<file path="config.mk">
export PLATFORM = sky130hd
export DESIGN_NAME = ppg_pulse_generator
export DESIGN_NICKNAME = d
export VERILOG_FILES = /design/src/design/ppg_pkg.sv /design/src/design/ppg_pin_sync.sv /design/src/design/ppg_prescaler.sv /design/src/design/ppg_pulse_generator.sv
export SDC_FILE = /design/constraint.sdc
export NUM_CORES = 1
export LEC_CHECK = 0
export ABC_CLOCK_PERIOD_IN_PS = 3600
export BUFFER_PORTS_ARGS = -buffer_cell sky130_fd_sc_hd__buf_2
export CORE_UTILIZATION = 52
export CTS_CLUSTER_SIZE = 14
export DETAILED_ROUTE_END_ITERATION = 6
export PLACE_DENSITY = 0.84
export SYNTH_ARGS = -nofsm -noshare
export SYNTH_HDL_FRONTEND = slang
export SYNTH_SLANG_ARGS = --single-unit
</file>
<file path="constraint.sdc">
create_clock -name i_core_clk -period 3.6 [get_ports i_core_clk]
set_input_delay 0.18 -clock i_core_clk [delete_from_list [all_inputs] [get_ports i_core_clk]]
set_output_delay 0.18 -clock i_core_clk [all_outputs]
set_load 0.005 [all_outputs]
</file>
<file path="src/design/ppg_pkg.sv">
// Purpose: shared constants and types of the pulse generator block
// Assumes: 32-bit axi4-lite register bus, 8-bit byte address
// Notes: control byte layout follows the timer_one_control register
`default_nettype none
package ppg_pkg;
	localparam int ADDR_W = 8;
	localparam int CNT_W = 16;
	localparam int DIV_W = 11;

	// register byte addresses
	localparam logic [ADDR_W-1:0] ADDR_CTRL = 8'h00;
	localparam logic [ADDR_W-1:0] ADDR_PERIOD = 8'h04;
	localparam logic [ADDR_W-1:0] ADDR_WIDTH = 8'h08;
	localparam logic [ADDR_W-1:0] ADDR_STATUS = 8'h0c;

	// timer_one_control fields
	localparam int CTL_MODE_LSB = 0;
	localparam int CTL_CLK_LSB = 2;
	localparam int CTL_START_LSB = 4;
	localparam int CTL_REPEAT_BIT = 6;
	localparam int CTL_INIT_BIT = 7;

	// status fields
	localparam int STAT_FLOP_BIT = 16;
	localparam int STAT_RUN_BIT = 17;
	localparam int STAT_ARMED_BIT = 18;

	// timer_mode_field encodings
	localparam logic [1:0] MODE_TIMER = 2'h0;
	localparam logic [1:0] MODE_PPG = 2'h3;

	// start_control_field encodings
	localparam logic [1:0] START_STOP = 2'h0;
	localparam logic [1:0] START_CMD = 2'h1;
	localparam logic [1:0] START_RISE = 2'h2;
	localparam logic [1:0] START_FALL = 2'h3;

	// source clock divide masks: tick when the masked prescaler bits are all ones
	localparam logic [DIV_W-1:0] DIV_MASK_2K = 11'h7ff;
	localparam logic [DIV_W-1:0] DIV_MASK_128 = 11'h07f;
	localparam logic [DIV_W-1:0] DIV_MASK_8 = 11'h007;
	localparam logic [DIV_W-1:0] DIV_MASK_2 = 11'h001;

	// compare reset value and counter increment
	localparam logic [CNT_W-1:0] CMP_RESET = 16'hffff;
	localparam logic [CNT_W-1:0] CNT_ONE = 16'h0001;

	localparam logic [1:0] AXI_OKAY = 2'h0;
	localparam logic [1:0] AXI_SLVERR = 2'h2;

	typedef enum logic [1:0] {
		ST_IDLE = 2'h0,
		ST_ARMED = 2'h1,
		ST_RUN = 2'h3
	} ppg_run_t;
endpackage
`default_nettype wire

</file>
<file path="src/design/ppg_pin_sync.sv">
// Purpose: three-flop synchroniser with agreement filter for the trigger pin
// Assumes: pin is asynchronous to i_core_clk
// Notes: level changes only once the second and third stages agree
`default_nettype none
module ppg_pin_sync (
	// clock and reset
	input wire logic i_core_clk,
	input wire logic i_srst,
	// pin and filtered level
	input wire logic i_pin,
	output logic o_level
);
	typedef struct packed {
		logic s1;
		logic s2;
		logic s3;
		logic lvl;
	} ppg_sync_t;

	ppg_sync_t s_r;
	ppg_sync_t s_nxt;

	always_comb
	begin
		s_nxt = s_r;
		s_nxt.s1 = i_pin;
		s_nxt.s2 = s_r.s1;
		s_nxt.s3 = s_r.s2;
		// a one-cycle glitch never reaches the level
		if (s_r.s2 == s_r.s3)
		begin
			s_nxt.lvl = s_r.s3;
		end
	end

	always_ff @(posedge i_core_clk)
	begin
		if (i_srst)
		begin
			s_r <= '0;
		end
		else
		begin
			s_r <= s_nxt;
		end
	end

	assign o_level = s_r.lvl;
endmodule
`default_nettype wire

</file>
<file path="src/design/ppg_prescaler.sv">
// Purpose: source clock tick generator for the pulse counter
// Assumes: free-running divider, one tick pulse per selected period
// Notes: select changes take effect at the next mask match
`default_nettype none
module ppg_prescaler (
	// clock and reset
	input wire logic i_core_clk,
	input wire logic i_srst,
	// source clock select and tick
	input wire logic [1:0] i_sel,
	output logic o_tick
);
	typedef struct packed {
		logic [ppg_pkg::DIV_W-1:0] cnt;
		logic tick;
	} ppg_div_t;

	ppg_div_t s_r;
	ppg_div_t s_nxt;
	logic [ppg_pkg::DIV_W-1:0] mask;

	always_comb
	begin
		case (i_sel)
			2'h0: mask = ppg_pkg::DIV_MASK_2K;
			2'h1: mask = ppg_pkg::DIV_MASK_128;
			2'h2: mask = ppg_pkg::DIV_MASK_8;
			default: mask = ppg_pkg::DIV_MASK_2;
		endcase
		s_nxt = s_r;
		s_nxt.cnt = s_r.cnt + 11'h001;
		s_nxt.tick = &(s_r.cnt | ~mask);
	end

	always_ff @(posedge i_core_clk)
	begin
		if (i_srst)
		begin
			s_r <= '0;
		end
		else
		begin
			s_r <= s_nxt;
		end
	end

	assign o_tick = s_r.tick;
endmodule
`default_nettype wire

</file>
<file path="src/design/ppg_pulse_generator.sv">
// Purpose: 16-bit programmable pulse generator with axi4-lite registers
// Assumes: single clock i_core_clk at 100 MHz, synchronous active-high reset
// Notes: ctrl 0x00, period 0x04, width 0x08, status 0x0c (read only)
`default_nettype none

module ppg_pulse_generator (
	// clock and reset
	input wire logic i_core_clk,
	input wire logic i_srst,
	// axi4-lite write address
	input wire logic i_s_axi_awvalid,
	output logic o_s_axi_awready,
	input wire logic [ppg_pkg::ADDR_W-1:0] i_s_axi_awaddr,
	input wire logic [2:0] i_s_axi_awprot,
	// axi4-lite write data
	input wire logic i_s_axi_wvalid,
	output logic o_s_axi_wready,
	input wire logic [31:0] i_s_axi_wdata,
	input wire logic [3:0] i_s_axi_wstrb,
	// axi4-lite write response
	output logic o_s_axi_bvalid,
	input wire logic i_s_axi_bready,
	output logic [1:0] o_s_axi_bresp,
	// axi4-lite read address
	input wire logic i_s_axi_arvalid,
	output logic o_s_axi_arready,
	input wire logic [ppg_pkg::ADDR_W-1:0] i_s_axi_araddr,
	input wire logic [2:0] i_s_axi_arprot,
	// axi4-lite read data
	output logic o_s_axi_rvalid,
	input wire logic i_s_axi_rready,
	output logic [31:0] o_s_axi_rdata,
	output logic [1:0] o_s_axi_rresp,
	// pins and events
	input wire logic i_trigger_input_pin,
	output logic o_pulse_output_pin,
	output logic o_timer_one_irq
);
	typedef struct packed {
		// bus side
		logic aw_held;
		logic [ppg_pkg::ADDR_W-1:0] aw_addr;
		logic w_held;
		logic [31:0] w_data;
		logic [3:0] w_strb;
		logic awready;
		logic wready;
		logic bvalid;
		logic [1:0] bresp;
		logic arready;
		logic rvalid;
		logic [31:0] rdata;
		logic [1:0] rresp;
		// timer_one_control
		logic [1:0] timer_mode_field;
		logic [1:0] clk_sel;
		logic [1:0] start_control_field;
		logic pulse_repeat_select;
		logic output_level_init;
		// compare registers, counter and run state
		logic [ppg_pkg::CNT_W-1:0] period_compare_reg;
		logic [ppg_pkg::CNT_W-1:0] width_compare_reg;
		logic [ppg_pkg::CNT_W-1:0] cnt;
		ppg_pkg::ppg_run_t run;
		// output path and trigger edge history
		logic output_toggle_flop;
		logic start_level;
		logic pin;
		logic irq;
		logic trig_d;
	} ppg_state_t;

	ppg_state_t s_r;
	ppg_state_t s_nxt;
	logic src_tick;
	logic trig_level;

	ppg_pin_sync u_trig_sync (
		.i_core_clk(i_core_clk),
		.i_srst(i_srst),
		.i_pin(i_trigger_input_pin),
		.o_level(trig_level)
	);

	ppg_prescaler u_prescaler (
		.i_core_clk(i_core_clk),
		.i_srst(i_srst),
		.i_sel(s_r.clk_sel),
		.o_tick(src_tick)
	);

	always_comb
	begin
		logic [ppg_pkg::CNT_W-1:0] inc;
		logic trig_edge;
		logic counting;
		logic do_wr;
		logic [7:0] ctl;
		logic [1:0] new_start;
		logic [1:0] new_mode;
		logic odd;
		inc = s_r.cnt + ppg_pkg::CNT_ONE;
		trig_edge = 1'b0;
		counting = 1'b0;
		do_wr = 1'b0;
		ctl = i_s_axi_wdata[7:0];
		new_start = 2'h0;
		new_mode = 2'h0;
		odd = 1'b0;
		s_nxt = s_r;
		s_nxt.irq = 1'b0;
		s_nxt.trig_d = trig_level;

		// trigger edge as chosen by the start field
		if (s_r.start_control_field == ppg_pkg::START_RISE)
		begin
			trig_edge = trig_level && !s_r.trig_d;
		end
		else if (s_r.start_control_field == ppg_pkg::START_FALL)
		begin
			trig_edge = !trig_level && s_r.trig_d;
		end

		// timer core
		counting = (s_r.timer_mode_field == ppg_pkg::MODE_PPG) ||
			(s_r.timer_mode_field == ppg_pkg::MODE_TIMER);
		case (s_r.run)
			ppg_pkg::ST_IDLE:
			begin
				s_nxt.run = ppg_pkg::ST_IDLE;
			end
			ppg_pkg::ST_ARMED:
			begin
				if (trig_edge)
				begin
					s_nxt.run = ppg_pkg::ST_RUN;
				end
			end
			ppg_pkg::ST_RUN:
			begin
				// stopped or unsupported modes never compare
				if (src_tick && counting)
				begin
					s_nxt.cnt = inc;
					if (s_r.timer_mode_field == ppg_pkg::MODE_PPG &&
						inc == s_r.width_compare_reg)
					begin
						s_nxt.output_toggle_flop = !s_r.output_toggle_flop;
						s_nxt.irq = 1'b1;
					end
					if (inc == s_r.period_compare_reg)
					begin
						s_nxt.irq = 1'b1;
						s_nxt.cnt = '0;
						if (s_r.timer_mode_field == ppg_pkg::MODE_PPG)
						begin
							s_nxt.output_toggle_flop = !s_nxt.output_toggle_flop;
							if (s_r.pulse_repeat_select)
							begin
								s_nxt.start_control_field = ppg_pkg::START_STOP;
								s_nxt.run = ppg_pkg::ST_IDLE;
							end
						end
					end
				end
			end
			default:
			begin
				s_nxt.run = ppg_pkg::ST_IDLE;
			end
		endcase

		// write channel: address and data may arrive in either order
		if (i_s_axi_awvalid && s_r.awready)
		begin
			s_nxt.aw_held = 1'b1;
			s_nxt.aw_addr = i_s_axi_awaddr;
		end
		if (i_s_axi_wvalid && s_r.wready)
		begin
			s_nxt.w_held = 1'b1;
			s_nxt.w_data = i_s_axi_wdata;
			s_nxt.w_strb = i_s_axi_wstrb;
		end
		if (s_r.bvalid && i_s_axi_bready)
		begin
			s_nxt.bvalid = 1'b0;
		end
		do_wr = s_r.aw_held && s_r.w_held && !s_r.bvalid;
		ctl = s_r.w_data[7:0];
		if (do_wr)
		begin
			s_nxt.aw_held = 1'b0;
			s_nxt.w_held = 1'b0;
			s_nxt.bvalid = 1'b1;
			s_nxt.bresp = ppg_pkg::AXI_OKAY;
			case (s_r.aw_addr)
				ppg_pkg::ADDR_CTRL:
				begin
					// a software write lands after the one-shot clear in the same cycle
					if (s_r.w_strb[0])
					begin
						new_start = ctl[ppg_pkg::CTL_START_LSB +: 2];
						new_mode = ctl[ppg_pkg::CTL_MODE_LSB +: 2];
						s_nxt.timer_mode_field = new_mode;
						s_nxt.clk_sel = ctl[ppg_pkg::CTL_CLK_LSB +: 2];
						s_nxt.pulse_repeat_select = ctl[ppg_pkg::CTL_REPEAT_BIT];
						s_nxt.output_level_init = ctl[ppg_pkg::CTL_INIT_BIT];
						s_nxt.start_control_field = new_start;
						if (s_r.run == ppg_pkg::ST_IDLE)
						begin
							// flop level only touched while idle; running writes still update the fields and a stop code halts
							odd = s_r.output_toggle_flop ^ s_r.start_level;
							if (new_mode == ppg_pkg::MODE_TIMER)
							begin
								s_nxt.output_toggle_flop = 1'b0;
								s_nxt.start_level = 1'b0;
							end
							else if (new_mode == ppg_pkg::MODE_PPG)
							begin
								s_nxt.output_toggle_flop =
									ctl[ppg_pkg::CTL_INIT_BIT] ^ odd;
							end
							if (new_start != ppg_pkg::START_STOP)
							begin
								s_nxt.cnt = '0;
								s_nxt.start_level = s_nxt.output_toggle_flop;
								s_nxt.run = (new_start == ppg_pkg::START_CMD) ?
									ppg_pkg::ST_RUN : ppg_pkg::ST_ARMED;
							end
						end
						else if (new_start == ppg_pkg::START_STOP)
						begin
							s_nxt.run = ppg_pkg::ST_IDLE;
						end
					end
				end
				ppg_pkg::ADDR_PERIOD:
				begin
					if (s_r.w_strb[0])
					begin
						s_nxt.period_compare_reg[7:0] = s_r.w_data[7:0];
					end
					if (s_r.w_strb[1])
					begin
						s_nxt.period_compare_reg[15:8] = s_r.w_data[15:8];
					end
				end
				ppg_pkg::ADDR_WIDTH:
				begin
					if (s_r.w_strb[0])
					begin
						s_nxt.width_compare_reg[7:0] = s_r.w_data[7:0];
					end
					if (s_r.w_strb[1])
					begin
						s_nxt.width_compare_reg[15:8] = s_r.w_data[15:8];
					end
				end
				ppg_pkg::ADDR_STATUS:
				begin
					s_nxt.bresp = ppg_pkg::AXI_OKAY;
				end
				default:
				begin
					s_nxt.bresp = ppg_pkg::AXI_SLVERR;
				end
			endcase
		end
		s_nxt.awready = !s_nxt.aw_held && !s_nxt.bvalid;
		s_nxt.wready = !s_nxt.w_held && !s_nxt.bvalid;

		// read channel: one cycle from address to data
		if (s_r.rvalid && i_s_axi_rready)
		begin
			s_nxt.rvalid = 1'b0;
		end
		if (i_s_axi_arvalid && s_r.arready)
		begin
			s_nxt.rvalid = 1'b1;
			s_nxt.rresp = ppg_pkg::AXI_OKAY;
			s_nxt.rdata = '0;
			case (i_s_axi_araddr)
				ppg_pkg::ADDR_CTRL:
				begin
					s_nxt.rdata[ppg_pkg::CTL_MODE_LSB +: 2] = s_r.timer_mode_field;
					s_nxt.rdata[ppg_pkg::CTL_CLK_LSB +: 2] = s_r.clk_sel;
					s_nxt.rdata[ppg_pkg::CTL_START_LSB +: 2] = s_r.start_control_field;
					s_nxt.rdata[ppg_pkg::CTL_REPEAT_BIT] = s_r.pulse_repeat_select;
					s_nxt.rdata[ppg_pkg::CTL_INIT_BIT] = s_r.output_level_init;
				end
				ppg_pkg::ADDR_PERIOD:
				begin
					s_nxt.rdata[15:0] = s_r.period_compare_reg;
				end
				ppg_pkg::ADDR_WIDTH:
				begin
					s_nxt.rdata[15:0] = s_r.width_compare_reg;
				end
				ppg_pkg::ADDR_STATUS:
				begin
					s_nxt.rdata[15:0] = s_r.cnt;
					s_nxt.rdata[ppg_pkg::STAT_FLOP_BIT] = s_r.output_toggle_flop;
					s_nxt.rdata[ppg_pkg::STAT_RUN_BIT] = (s_r.run == ppg_pkg::ST_RUN);
					s_nxt.rdata[ppg_pkg::STAT_ARMED_BIT] = (s_r.run == ppg_pkg::ST_ARMED);
				end
				default:
				begin
					s_nxt.rresp = ppg_pkg::AXI_SLVERR;
				end
			endcase
		end
		s_nxt.arready = !s_nxt.rvalid;

		// pin registered beside the flop so it is never a gate output
		s_nxt.pin = !s_nxt.output_toggle_flop;
	end

	always_ff @(posedge i_core_clk)
	begin
		if (i_srst)
		begin
			s_r <= '0;
			s_r.period_compare_reg <= ppg_pkg::CMP_RESET;
			s_r.width_compare_reg <= ppg_pkg::CMP_RESET;
			s_r.run <= ppg_pkg::ST_IDLE;
			s_r.pin <= 1'b1;
		end
		else
		begin
			s_r <= s_nxt;
		end
	end

	assign o_s_axi_awready = s_r.awready;
	assign o_s_axi_wready = s_r.wready;
	assign o_s_axi_bvalid = s_r.bvalid;
	assign o_s_axi_bresp = s_r.bresp;
	assign o_s_axi_arready = s_r.arready;
	assign o_s_axi_rvalid = s_r.rvalid;
	assign o_s_axi_rdata = s_r.rdata;
	assign o_s_axi_rresp = s_r.rresp;
	assign o_pulse_output_pin = s_r.pin;
	assign o_timer_one_irq = s_r.irq;
endmodule
`default_nettype wire

</file>
# Yosys cells after proc, flatten, opt, wreduce, memory -nomap -nowiden
# Cells that the tools add are included.
[classes]
add_sub_neg = 2
n_eq_ne = 18
n_mux = 55
bitwise_logic = 6
reduce_logical = 43
[ops]
columns = ["cell", "n"]
rows = [
  ["two-way mux 16 bit", 4],
  ["two-way mux 56 bit", 1],
  ["two-way mux 20 bit", 2],
  ["two-way mux 19 bit", 2],
  ["two-way mux 37 bit", 1],
  ["two-way mux 35 bit", 1],
  ["case mux 11 bit (3 select lines)", 1],
  ["== test 16 bit", 2],
  ["== test 8 x 4 -> 1 bit, second input constant", 4],
  ["two-way mux 8 bit", 4],
  ["case mux 8 bit (4 select lines)", 1],
  ["two-way mux 2 bit", 13],
  ["case mux 8 bit (3 select lines)", 1],
  ["two-way mux 18 bit", 1],
  ["adder 16 x 1 -> 16 bit, second input constant", 1],
  ["== test 8 x 3 -> 1 bit, second input constant", 2],
  ["zero test 8 bit", 2],
  ["two-way mux 1 bit", 16],
  ["AND reduction 3 bit", 5],
  ["logical AND 1 bit", 13],
  ["== test 2 bit, second input constant", 6],
  ["adder 11 x 1 -> 11 bit, second input constant", 1],
  ["inverter 11 bit", 1],
  ["bitwise OR 11 bit", 1],
  ["other kinds (16)", 38],
]
[totals]
reg_bits = 153
in_bits = 66
out_inout_bits = 43
wordCells = 159

# Depth between registers and ports, before layout
[depth]
word_depth = 19
mapped_depth = 14
depth_no_buf = 11

# Modules after synthesis
# A second synthesis with hierarchy kept.
[hier_totals]
hier_cells = 805
area_unflattened_um2 = 7036.7
[by_module_without_submodules]
columns = ["mod", "instances", "cells_each", "area_each_um2", "seq_area_each_um2"]
rows = [
  ["ppg_pulse_generator", 1, 739, 6402.4, 2342.2],
  ["ppg_prescaler", 1, 56, 521.8, 240.2],
  ["ppg_pin_sync", 1, 10, 112.6, 80.1],
]

# Worst setup path after synthesis
# Ideal clock, no wire load.
[synth_path]
path_kind = "register to register"
from = "reg s_r[8] (netlist bit)"
to = "reg s_r, in the netlist o_pulse_output_pin"
setup_ns = 0.122
arrival_ns = 2.789
required_ns = 3.478
path_slack_ns = 0.689
stages_incl_launch_ff = 13
n_path_buf = 1
period_less_slack_ns = 2.911
cell_sequence = "dfxtp_1 -> ha_1 -> buf_2 -> nand4_4 -> nor4_1 -> xor2_1 -> xor2_1 -> nor4_1 -> nand4_1 -> mux2i_1 -> nor4b_1 -> nor3_2 -> o32a_1"
[synth_between]
elab_chain_cells = 18
word_cells_on_any_way = 19
cone_classes = "1 x add/sub; 2 x eq/ne; 13 x mux; 3 x reduce/logical"
[synth_lines]
columns = ["element", "line", "text"]
rows = [
  ["from (decl)", "ppg_pulse_generator.sv:73", "ppg_state_t s_r;"],
  ["from (signal assigned)", "ppg_pulse_generator.sv:331", "s_r <= s_nxt;"],
  ["adder 16 x 1 -> 16 bit *", "ppg_pulse_generator.sv:102", "inc = s_r.cnt + ppg_pkg::CNT_ONE;"],
  ["== test 16 bit", "ppg_pulse_generator.sv:146", "inc == s_r.width_compare_reg)"],
  ["logical AND 1 bit", "ppg_pulse_generator.sv:145", "if (s_r.timer_mode_field == ppg_pkg::MODE_PPG &&"],
  ["two-way mux 1 bit", "ppg_pulse_generator.sv:145", ""],
  ["two-way mux 1 bit", "ppg_pulse_generator.sv:142", "if (src_tick && counting)"],
  ["two-way mux 1 bit", "ppg_pulse_generator.sv:127", "case (s_r.run)"],
  ["zero test 1 bit", "ppg_pulse_generator.sv:157", "s_nxt.output_toggle_flop = !s_nxt.output_toggle_flop;"],
  ["two-way mux 3 bit", "ppg_pulse_generator.sv:155", "if (s_r.timer_mode_field == ppg_pkg::MODE_PPG)"],
  ["[2 not listed]", "-", ""],
  ["two-way mux 1 bit *", "ppg_pulse_generator.sv:127", ""],
  ["two-way mux 1 bit", "ppg_pulse_generator.sv:219", "else if (new_mode == ppg_pkg::MODE_PPG)"],
  ["two-way mux 1 bit", "ppg_pulse_generator.sv:214", "if (new_mode == ppg_pkg::MODE_TIMER)"],
  ["two-way mux 2 bit", "ppg_pulse_generator.sv:210", "if (s_r.run == ppg_pkg::ST_IDLE)"],
  ["two-way mux 20 bit", "ppg_pulse_generator.sv:201", "if (s_r.w_strb[0])"],
  ["two-way mux 20 bit", "ppg_pulse_generator.sv:197", "case (s_r.aw_addr)"],
  ["two-way mux 56 bit *", "ppg_pulse_generator.sv:191", "if (do_wr)"],
  ["zero test 1 bit *", "ppg_pulse_generator.sv:316", "s_nxt.pin = !s_nxt.output_toggle_flop;"],
]
# Every way passes the cells marked *; elsewhere a longest branch is shown, timed or not. The select of a mux whose other input is x is not followed.
# A chain may end at the register's enable or synchronous reset.

# Worst setup path in the final report
[layout_path]
from = "reg s_r[7] (netlist bit)"
to = "reg s_r, in the netlist o_pulse_output_pin"
# The elaborated chain is that of the path after synthesis.

==> qor.yml <==
first_global_vias: 5702
clk_pin_slew_ns: 0.06
hold_class: "in -> reg"
path_max_fanout: 8
tns_ns: 0
cap_violations: 0
dpl_worst_slack_ns: 0.216
post-route-period-util: 0.941
status: "finished clean"
die-area_um2: 13600
finalPower_mw: 3.49
core_region_area_um2: 12700
overflow: 0
io_pins: 109
worstSetupPathType: "reg -> reg"
h-tree-depth: 4
critPathLaunchType: "flop"
period_needed_ns: 3.39
grt_pass1_wl_mm: 28.5
drtIter0Drc: 666
cts_made_buffers: 17
design_area_um2: 7880
antenna_found_initial: 0
grt_max_degree: 76
fillers: 1053
ant_nets: 0
wl_per_cell_um: 16.3
worst_slew_pin_slew_ns: 0.784
synth_flop_cell: "dfxtp_1"
nets: 945
power_leakage_nw: 2.92
final_cell_mix: "dfxtp_1, nand2_1, nor2_1"
cp.required_ns: 3.91
first_pass_iters: 6
vias: 6310
area_growth_pct: 15.2
syn_area_um2: 6840
power_density_nw_per_um2: 443
wirelength_mm: 17.3
reg2reg_to: "o_pulse_output_pin"
yosys_register_bits: 133
ff2ff_setup_slack_ns: 0.21
cp_slowest_cell: "dfxtp_2"
syn_avg_cell_area_um2: 8.20
reg2regPathDepth: 12
grt_use_met2: 0.444
cts_tree: "built"
drive_gt1_frac: 0.171
cp-endpoint: "o_pulse_output_pin"
cts_num_sinks: 133
synth-warning-count: 0
io_buffer_count: 69
grt.total_usage: 0.272
grt_util_met3: 0.0586
drc: 0
final_max_slew_viol_count: 0
syn_inst: 834
top_usage_layer: "met2"
die_w_um: 117
diodes: 0
layout_setup_ws_ns: 0.213
yosysSeqAreaShare: 0.389
rsz0062_at_grt: "false"
synth_edf_count: 0
worstPathCellList: "ha_1 -> nand4_4 -> nor4_1 -> buf_4 -> xor2_1 -> xor2_1 -> nor4_1 -> nand4_1 -> mux2i_2 -> nor4b_1 -> nor3_2 -> o32a_1"
maxSlewHeadroom: 0.477
finalHoldViolCount: 0
clock.fmax_mhz: 295
dpl_cell_area_um2: 7100
via_per_inst: 5.95
cp.arrival_ns: 3.69
finClkSkew_ns: 0.00760
clockRootBuffer: "clkbuf_16"
die_h_um: 117
r2r_start: "s_r[7]"
start_util: 0.538
dpl.hpwl_mm: 11.8
final_util: 0.620
use_met1: 0.352
rows: 41
final_common_cell: "dfxtp_1"
clock_path_buffers: 2
peakVddDrop_v: 0.000465
end_kind: "flop"
worstSetupStartpoint: "s_r[7]"
yosys.cell_types.count: 65
slowest_delay_ns: 0.42
async_reset_ff_frac: 0
place_congestion: 0.964
setup_viol: 0
insertion_delay_ns: 0.42
[worst max-delay path: cells and delay by family, from the launching register on]
family | cells | cell delay, ns
buffers and inverters | 1 | 0.19
adder cells (fa/ha/maj) | 1 | 0.27
AO/OA/AOI/OAI | 1 | 0.18
flip-flops | 1 | 0.42
XOR/XNOR | 2 | 0.32
multiplexers | 1 | 0.35
AND/OR/NAND/NOR | 6 | 1.56
[report_power, final]
group          total [mW]  internal, mW  switching (mW)  leakage, nW
Combinational       0.184        0.0777           0.106         1.55
Sequential           1.52          1.50          0.0231         1.08
Clock                1.79          1.14           0.648        0.290
[layer usage]
metal  up-vias  wire [µm]
met5         -          0
met4         0        367
met3        36       1190
met2       261       8220
met1      3032       7540
li1       2981          -
[cell type report]
cell class / instances / area (µm²) / share of cell area
Tap cell: 172 / 215 / 0.0273
Timing Repair Buffer: 105 / 658 / 0.0835
Inverter: 26 / 97.6 / 0.0124
Sequential cell: 133 / 2670 / 0.338
Clock buffer: 20 / 467 / 0.0592
Clock inverter: 12 / 151 / 0.0192
Multi-Input combinational cell: 593 / 3630 / 0.460
[state kept, by name, indices dropped and copies added (netlist names)]
signal / flops
s_r: 89
o_s_axi_rdata: 19
u_prescaler.s_r: 11
u_trig_sync.s_nxt: 2
o_pulse_output_pin: 1
o_s_axi_arready: 1
o_s_axi_awready: 1
o_s_axi_bresp: 1
o_s_axi_bvalid: 1
o_s_axi_rresp: 1
o_s_axi_rvalid: 1
o_s_axi_wready: 1
o_timer_one_irq: 1
u_prescaler.o_tick: 1
u_trig_sync.o_level: 1
u_trig_sync.s_r: 1
[metrics by stage]
stage | cells | hold WS [ns]
floorplan | 848 | 0.308
global placement | 1013 | 0.401
detailed placement | 1013 | 0.396
CTS | 1061 | 0.00278
global route | 1061 | 0.00903
finish | 1061 | 0.0108
[timing repair]
| item | in CTS | in global routing |
|---|---|---|
| endpoints found under the hold margin | 16 | 0 |
| setup buffers | 0 | 0 |
| endpoints found under the setup margin | 0 | 3 |
| hold buffers | 16 | 0 |
| gates resized for setup | 0 | 3 |
[how the worst min path moves through the flow]
stage / start / cells after the start / end / slack [ns]
floorplan: i_trigger_input_pin / 1 / u_trig_sync.s_nxt[2] / 0.31
global placement: i_trigger_input_pin / 2 / u_trig_sync.s_nxt[2] / 0.40
detailed placement: i_trigger_input_pin / 2 / u_trig_sync.s_nxt[2] / 0.40
CTS: i_s_axi_wdata[6] / 3 / s_r[114] / 0.003
global route: i_s_axi_wstrb[1] / 3 / s_r[105] / 0.009
finish: i_s_axi_wdata[5] / 3 / s_r[113] / 0.01
[cell usage after synthesis, types with 5 or more instances]
library cell / count / share of area
and3_1: 13 / 0.012
xnor2_1: 22 / 0.028
a22o_1: 9 / 0.012
buf_1: 7 / 0.0038
nand2_1: 99 / 0.054
dfxtp_1: 133 / 0.39
nand2b_1: 6 / 0.0055
nor2_1: 96 / 0.053
a211o_1: 34 / 0.044
o21ai_0: 32 / 0.023
xor2_1: 18 / 0.023
nand3_1: 17 / 0.012
inv_1: 26 / 0.014
nor4_1: 17 / 0.016
a22oi_1: 22 / 0.024
buf_4: 38 / 0.042
mux4_2: 8 / 0.026
nor2b_1: 12 / 0.011
clkbuf_1: 37 / 0.020
or3_1: 8 / 0.0073
nand3b_1: 5 / 0.0055
nor3_1: 17 / 0.012
nand4_1: 7 / 0.0064
buf_2: 13 / 0.0095
a21oi_1: 67 / 0.049
mux2_2: 7 / 0.012
[logic make-up after synthesis]
kind of cell,share of synthesized area
buf+inv,0.0903
xor+xnor,0.0545
compound gates,0.192
mux,0.0408
fa+ha+maj,0.00549
other cells,0.000548
flops,0.389
simple gates,0.227
Power figures use the tool's default switching activity.
